[config.mk]
export PLATFORM = sky130hd
export DESIGN_NAME = srpie_top
export DESIGN_NICKNAME = d
export VERILOG_FILES = /design/src/hdl/srpie_pkg.sv /design/src/hdl/srpie_top.sv
export SDC_FILE = /design/constraint.sdc
export NUM_CORES = 1
export LEC_CHECK = 0
export ABC_AREA = 1
export BUFFER_PORTS_ARGS = -buffer_cell sky130_fd_sc_hd__buf_4
export CORE_MARGIN = 4
export CORE_UTILIZATION = 48
export DETAILED_ROUTE_END_ITERATION = 8
export PLACE_DENSITY = 0.8
export SLEW_MARGIN = 20
export SYNTH_ARGS = -nofsm -noshare
export SYNTH_HDL_FRONTEND = slang
export SYNTH_SLANG_ARGS = --single-unit
[constraint.sdc]
create_clock -name core_clk -period 1.2 [get_ports core_clk]
set_input_delay 0.06 -clock core_clk [delete_from_list [all_inputs] [get_ports core_clk]]
set_output_delay 0.06 -clock core_clk [all_outputs]
set_load 0.1 [all_outputs]
[src/hdl/srpie_pkg.sv]
// Package of constants and types for the reset, power and extended interrupt-enable block.
package srpie_pkg;

	localparam logic [7:0] SRPIE_PWR_OFFSET   = 8'h87;
	localparam logic [7:0] SRPIE_XIE_OFFSET   = 8'hE6;
	localparam logic [7:0] SRPIE_XIE_RESET    = 8'h00;
	localparam logic [7:0] SRPIE_PWR_RESET    = 8'h00;
	localparam logic [7:0] SRPIE_CTL_OFFSET   = 8'hF8;
	localparam logic [7:0] SRPIE_CTL_RESET    = 8'h00;
	localparam logic [7:0] SRPIE_PORT_RESET   = 8'hFF;
	localparam logic [15:0] SRPIE_PC_RESET    = 16'h0000;

	localparam int SRPIE_XIE_CMP_BIT   = 5;
	localparam int SRPIE_XIE_CDONE_BIT = 4;
	localparam int SRPIE_XIE_CNT_BIT   = 3;
	localparam int SRPIE_XIE_CWIN_BIT  = 2;
	localparam int SRPIE_XIE_PMAT_BIT  = 1;
	localparam int SRPIE_XIE_TWI_BIT   = 0;
	localparam int SRPIE_XIE_LO        = 0;
	localparam int SRPIE_XIE_HI        = 5;
	localparam int SRPIE_PWR_GF_LO     = 2;
	localparam int SRPIE_PWR_GF_HI     = 7;
	localparam int SRPIE_PWR_STOP_BIT  = 1;
	localparam int SRPIE_PWR_IDLE_BIT  = 0;
	localparam int SRPIE_CTL_GIE_BIT   = 7;

	localparam logic [3:0] SRPIE_WDT_DIV     = 4'd12;
	localparam logic [3:0] SRPIE_WDT_DIV_MAX = 4'd11;

	localparam int SRPIE_NSRC = 6;

	typedef struct packed {
		logic comparator_rise_flag;
		logic comparator_fall_flag;
		logic conv_done_flag;
		logic counter_array_flag;
		logic conv_window_flag;
		logic port_match_flag;
		logic two_wire_flag;
	} srpie_flags_t;

	typedef struct packed {
		logic [7:0] addr;
		logic [7:0] wdata;
		logic       wr;
		logic       rd;
	} srpie_bus_t;

	typedef struct packed {
		logic       rst_pin_o;
		logic       rst_pin_oe;
		logic [7:0] port_latch;
		logic       port_open_drain;
		logic       weak_pullup_en;
	} srpie_pins_t;

	typedef enum logic [1:0] {
		SRPIE_RUN,
		SRPIE_IDLE,
		SRPIE_STOP
	} srpie_mode_t;

endpackage : srpie_pkg

[src/hdl/srpie_top.sv]
// Extended interrupt enable, power mode control and reset state logic.
//Behaviour
//RULE1: Bit 5 gates both comparator flags.
//RULE2: Bit 4 gates conversion-complete flag.
//RULE3: Bit 3 gates all counter array requests.
//RULE4: Bit 2 gates converter window flag.
//RULE5: Bit 1 gates port match requests.
//RULE6: Bit 0 gates two-wire serial requests.
//RULE7: Power bits 7:2 are plain flags.
//RULE8: Power bit 1 write enters stop.
//RULE9: Power bit 0 write halts CPU clock.
//RULE10: Stop and idle bits read zero.
//RULE11: Reset halts, resets registers, ports, interrupts.
//RULE12: Reset keeps data memory, resets stack.
//RULE13: Port latches ones, open-drain, pull-ups on.
//RULE14: Supply/power-on reset drives reset pin low.
//RULE15: Reset exit clears PC, internal oscillator.
//RULE16: Watchdog enabled, clock divided by 12.
//RULE17: First fetch from address zero.
//RULE18: Global enable gates every source.
//RULE19: Masked flags still set, raise nothing.
//RULE20: Request or reset ends idle mode.
//
// The implementer's own choice: the plain strobed port.
`timescale 1ns/1ps
`default_nettype none
module srpie_top
	import srpie_pkg::*;
(
	// Clock, enable and reset.
	input  wire logic                core_clk,
	input  wire logic                clk_en,
	input  wire logic                sys_rst,
	input  wire logic                por_or_supply_rst,
	// Register port.
	input  wire srpie_pkg::srpie_bus_t bus_in,
	output logic [7:0]               rd_data,
	// Pending flags from peripherals.
	input  wire srpie_pkg::srpie_flags_t flags_in,
	// Requests and core controls.
	output logic [SRPIE_NSRC-1:0]    irq_req,
	output logic                     irq_any,
	output logic                     cpu_clk_en,
	output logic                     osc_run,
	output logic                     cpu_run,
	output logic                     stack_ptr_reset,
	output logic                     timers_en,
	output logic [15:0]              pc_start,
	output logic                     clk_sel_internal,
	output logic                     wdt_en,
	output logic                     wdt_tick,
	output logic                     cpu_mode_idle,
	output logic                     cpu_mode_stop,
	// Pins.
	output var srpie_pkg::srpie_pins_t pins
);
	import srpie_pkg::*;

	logic [7:0]              xie_reg;
	logic [7:0]              pwr_reg;
	logic [7:0]              ctl_reg;
	srpie_mode_t             mode_reg;
	logic [3:0]              wdt_div_reg;
	logic [SRPIE_NSRC-1:0]   src_pend;
	logic [SRPIE_NSRC-1:0]   irq_next;
	logic                    gie;
	logic                    wr_xie;
	logic                    wr_pwr;
	logic                    wr_ctl;

	assign wr_xie = bus_in.wr && (bus_in.addr == SRPIE_XIE_OFFSET);
	assign wr_pwr = bus_in.wr && (bus_in.addr == SRPIE_PWR_OFFSET);
	assign wr_ctl = bus_in.wr && (bus_in.addr == SRPIE_CTL_OFFSET);
	assign gie    = ctl_reg[SRPIE_CTL_GIE_BIT];

	// Extended enable register; the two reserved bits always hold zero.
	always_ff @(posedge core_clk or posedge sys_rst) begin
		if (sys_rst) begin
			xie_reg <= SRPIE_XIE_RESET; // [RULE11]
		end else if (clk_en && wr_xie) begin
			xie_reg <= {2'b00, bus_in.wdata[SRPIE_XIE_HI:SRPIE_XIE_LO]};
		end
	end

	// Power register keeps only the general flags; mode bits are strobes.
	always_ff @(posedge core_clk or posedge sys_rst) begin
		if (sys_rst) begin
			pwr_reg <= SRPIE_PWR_RESET; // [RULE11]
		end else if (clk_en && wr_pwr) begin
			pwr_reg <= {bus_in.wdata[SRPIE_PWR_GF_HI:SRPIE_PWR_GF_LO], 2'b00}; // [RULE7] [RULE10]
		end
	end

	// Control register holding the global interrupt enable.
	always_ff @(posedge core_clk or posedge sys_rst) begin
		if (sys_rst) begin
			ctl_reg <= SRPIE_CTL_RESET; // [RULE11]
		end else if (clk_en && wr_ctl) begin
			ctl_reg <= {bus_in.wdata[SRPIE_CTL_GIE_BIT], 7'h00};
		end
	end

	// Sources folded to one pending line each; flags are never altered here.
	always_comb begin
		src_pend[SRPIE_XIE_CMP_BIT]   = flags_in.comparator_rise_flag
		                              | flags_in.comparator_fall_flag;
		src_pend[SRPIE_XIE_CDONE_BIT] = flags_in.conv_done_flag;
		src_pend[SRPIE_XIE_CNT_BIT]   = flags_in.counter_array_flag;
		src_pend[SRPIE_XIE_CWIN_BIT]  = flags_in.conv_window_flag;
		src_pend[SRPIE_XIE_PMAT_BIT]  = flags_in.port_match_flag;
		src_pend[SRPIE_XIE_TWI_BIT]   = flags_in.two_wire_flag; // [RULE19]
	end

	// Each source passes only under its own enable and the global enable.
	genvar gi;
	generate
		for (gi = 0; gi < SRPIE_NSRC; gi++) begin : g_mask
			assign irq_next[gi] = src_pend[gi] & xie_reg[gi] & gie; // [RULE1] [RULE2] [RULE3] [RULE4] [RULE5] [RULE6] [RULE18]
		end
	endgenerate

	always_ff @(posedge core_clk or posedge sys_rst) begin
		if (sys_rst) begin
			irq_req <= '0; // [RULE11]
		end else if (clk_en) begin
			irq_req <= irq_next;
		end
	end

	assign irq_any = |irq_req;

	// Power mode state: idle leaves on a request, stop only on reset.
	always_ff @(posedge core_clk or posedge sys_rst) begin
		if (sys_rst) begin
			mode_reg <= SRPIE_RUN; // [RULE20]
		end else if (clk_en) begin
			unique case (mode_reg)
				SRPIE_RUN: begin
					if (wr_pwr && bus_in.wdata[SRPIE_PWR_STOP_BIT]) begin
						mode_reg <= SRPIE_STOP; // [RULE8]
					end else if (wr_pwr && bus_in.wdata[SRPIE_PWR_IDLE_BIT]) begin
						mode_reg <= SRPIE_IDLE; // [RULE9]
					end
				end
				SRPIE_IDLE: begin
					if (|irq_next) begin
						mode_reg <= SRPIE_RUN; // [RULE20]
					end
				end
				SRPIE_STOP: begin
					mode_reg <= SRPIE_STOP;
				end
				default: begin
					mode_reg <= SRPIE_RUN;
				end
			endcase
		end
	end

	assign cpu_mode_idle = (mode_reg == SRPIE_IDLE);
	assign cpu_mode_stop = (mode_reg == SRPIE_STOP);
	assign cpu_clk_en    = !sys_rst && (mode_reg == SRPIE_RUN); // [RULE9]
	assign osc_run       = (mode_reg != SRPIE_STOP); // [RULE8]

	// Watchdog prescaler runs from reset exit at one twelfth of the clock.
	always_ff @(posedge core_clk or posedge sys_rst) begin
		if (sys_rst) begin
			wdt_div_reg <= 4'h0;
			wdt_tick    <= 1'b0;
		end else if (clk_en && osc_run) begin
			wdt_tick <= (wdt_div_reg == SRPIE_WDT_DIV_MAX); // [RULE16]
			if (wdt_div_reg == SRPIE_WDT_DIV_MAX) begin
				wdt_div_reg <= 4'h0;
			end else begin
				wdt_div_reg <= wdt_div_reg + 4'h1;
			end
		end else if (clk_en) begin
			wdt_tick <= 1'b0;
		end
	end

	// Reset state outputs; data memory has no reset path here.
	assign cpu_run          = !sys_rst; // [RULE11]
	assign timers_en        = !sys_rst; // [RULE11]
	assign stack_ptr_reset  = sys_rst; // [RULE12]
	assign pc_start         = SRPIE_PC_RESET; // [RULE15] [RULE17]
	assign clk_sel_internal = 1'b1; // [RULE15]
	assign wdt_en           = !sys_rst; // [RULE16]

	always_comb begin
		pins.port_latch      = SRPIE_PORT_RESET; // [RULE13]
		pins.port_open_drain = sys_rst; // [RULE13]
		pins.weak_pullup_en  = 1'b1; // [RULE13]
		pins.rst_pin_o       = 1'b0;
		pins.rst_pin_oe      = sys_rst && por_or_supply_rst; // [RULE14]
	end

	// Read data one cycle after the strobe; mode bits read back as zero.
	always_ff @(posedge core_clk or posedge sys_rst) begin
		if (sys_rst) begin
			rd_data <= 8'h00;
		end else if (clk_en) begin
			if (bus_in.rd) begin
				unique case (bus_in.addr)
					SRPIE_XIE_OFFSET: rd_data <= xie_reg;
					SRPIE_PWR_OFFSET: rd_data <= pwr_reg; // [RULE10]
					SRPIE_CTL_OFFSET: rd_data <= ctl_reg;
					default:          rd_data <= 8'h00;
				endcase
			end else begin
				rd_data <= 8'h00;
			end
		end
	end
endmodule : srpie_top
`default_nettype wire

==> results.ini <==
[drt]
num_vias = 1775
ant_nets = 0
drc = 0
via_per_inst = 4.78
drt_pass1_iterations = 4
post_drt_wl_per_cell_um = 13.5
drtIter0Drc = 130
routed_wl_um = 5030

[clock_tree]
clock-sinks = 34
clk_latency_ns = 0.29
clkTransAtPathRegs_ns = 0.06
numCtsBuffers = 5
cts_buffer_depth = 2
tritoncts = yes
h-tree-depth = 2
cts-root-buf = clkbuf_8

[finish]
nets = 350
fillers = 327
synthToLayoutAreaGrowth_pct = 39.9
multi_input_area_um2 = 980
antenna_cells = 0
final_cells = 371
top_register = rd_data
drive_above_1_share_pct = 39.3
seq_area_um2 = 866
largest_reg_flops = 8

[setup_path]
reg2reg_to = wdt_div_reg[0]
slowest_stage = dfrtp_4
r2r_cells = 6
r2r_setup_slack_ns = -0.09
crit_fanout = 2
end_kind = output pin
cp_cell_sequence = nor4_4 -> nand2_4 -> buf_12
worstPathArrival_ns = 1.34
start_kind = register
r2r-start = mode_reg[1]
cpPeakStageDelay_ns = 0.49
worstPathRequired_ns = 1.14
path_class = register to output pin

[die]
die_area_um2 = 5200
core_um2 = 4000
die_x_um = 72.1
rows = 23
fp.dieH_um = 72.1
start_util_pct = 49.3
ios = 82

[power_and_ir_drop]
vdd_drop_max_uv = 978
leakagePower_nw = 1.44
power.density_nw_per_um2 = 1190

[timing]
fin_setup_tns_ns = -0.753
fmax_mhz = 717
finalCriticalPeriod_ns = 1.40
skew_ns = 0.00793
finalMaxSlewViolations = 0
rsz0062_at_grt = true
min_period_over_period_pct = 116
setup_viol = 11
finalWorstSetupSlack_ns = -0.195
final_hold_viol_count = 0

[hold_path]
holdCritPathClass = input port to register
hold_end = xie_reg[1]
hold_depth = 3
worstHoldStart = bus_in[3]

[synthesis]
yosys_warnings = 0
synth_seq_area_share_pct = 43.1
syn_avg_cell_area_um2 = 7.83
synth_top_area_share_pct = 43.1
synth_common_cells = nand2_1 (74), dfrtp_1 (34), buf_4 (33), inv_1 (22), nand3_1 (19)
synthFlopType = dfrtp_1
synth_area_leaders = dfrtp_1 (43%), nand2_1 (14%), buf_4 (13%)
synth_cells = 252
ys_types = 28
synth-seq-cells = 34
async_reset_ff_share_pct = 100
yosysTopAreaCell = dfrtp_1
synth_edf_count = 0
synth_most_common_cell = nand2_1
syn_area_um2 = 1970

[job]
max_cap_viol_count = 0

[grt]
grt_first_pass_wirelength_um = 7700
antenna_found_initial = 0
grt_pass1_vias = 1735
grt_max_degree = 27
track_usage_pct = 18.9
overflow = 0

[placed_design]
gp_congestion = 0.846
dp_cells = 352
numPortBuffers = 54
dp_hpwl_um = 3570

[run_status]
violations = negative setup slack
status = complete, but fails checks

-- kinds of logic after synthesis --
family / after synthesis / synth area share [%]
AO/OA/AOI/OAI: 24 / 7.23
other: 2 / 0.381
multiplexers: 1 / 0.571
adder cells (fa/ha/maj): 1 / 0.634
flip-flops: 34 / 43.1
buffers and inverters: 63 / 18.9
AND/OR/NAND/NOR: 127 / 29.2
-- timing repair --
item / in CTS / in global routing
gates resized for setup: 29 / 16
endpoints found under the setup margin: 9 / 10
hold buffers: 3 / 0
pin swaps: 6 / 11
setup buffers: 5 / 3
hold endpoints to repair: 9 / 0
-- report_power, final --
part | internal (W) | total, W | switching [W]
clock network | 0.000467 | 0.000861 | 0.000393
logic | 0.000258 | 0.00109 | 0.000835
registers | 0.00123 | 0.00132 | 0.0000912
total | 0.00196 | 0.00328 | 0.00132
-- worst max path at each step --
| stage | end | slack, ns | startpoint |
|---|---|---|---|
| 6_report | irq_any | -0.20 | irq_req[1] |
| 5_1_grt | irq_any | -0.24 | irq_req[1] |
| 4_1_cts | irq_any | -0.21 | irq_req[1] |
| 3_5_place_dp | mode_reg[0] | -0.06 | ctl_reg[7] |
| 3_3_place_gp | mode_reg[0] | -0.04 | ctl_reg[7] |
| 2_1_floorplan | mode_reg[1] | -0.33 | mode_reg[0] |
-- worst max-delay path: cells and delay by family, from the launching register on --
kind	cells	cell delay, ns
and+or+nand+nor	2	0.39
buffers and inverters	1	0.17
DFF	1	0.49
-- layer usage --
layer,part of all wire [%],GRT usage (%),vias to the layer above
li1,-,-,873
met1,39,23.1,818
met2,51,32.5,76
met3,8.1,6.09,8
met4,1.7,4.38,0
met5,0,0,-
-- through the flow --
| step | util, % | setup slack (ns) | hold slack, ns | power, W | instance area, µm² |
|---|---|---|---|---|---|
| global route | 69.0 | -0.244 | 0.0420 | 0.00341 | 2760 |
| floorplan | - | -0.332 | 0.192 | 0.00214 | 2150 |
| finish | 69.0 | -0.195 | 0.0412 | 0.00328 | 2760 |
| global placement | 60.0 | -0.0380 | 0.0434 | 0.00223 | 2400 |
| CTS | 66.7 | -0.208 | 0.0279 | 0.00319 | 2670 |
| detailed placement | 60.0 | -0.0644 | 0.0603 | 0.00226 | 2400 |
-- cell usage in the layout (no fill, tap or decap), types with 2 or more instances in the layout --
cell            n
nor2_4          6
buf_4          57
nand3_2         6
nand2_4         2
nor3_2          3
o21ai_0         8
dlygate4sd3_1   3
nand2_2         4
buf_6           7
o21ai_1         8
conb_1         27
dfrtp_1        26
buf_12          6
dfrtp_2         6
inv_2           4
clkbuf_8        6
o21ai_2         6
nand3_1        14
clkinvlp_4      2
nor2_2          2
nand2_1        71
nand4_1         4
inv_1          19
dfrtp_4         2
clkbuf_1        2
nor2_1          8
-- final cells by class --
class                           count  share of cell area, %
Sequential cell                    34                   31.4
Clock buffer                        8                   3.26
Timing Repair Buffer               73                   23.8
Tap cell                           50                   2.27
Inverter                           26                   3.85
Multi-Input combinational cell    180                   35.5
(Power assumes the default switching activity.)
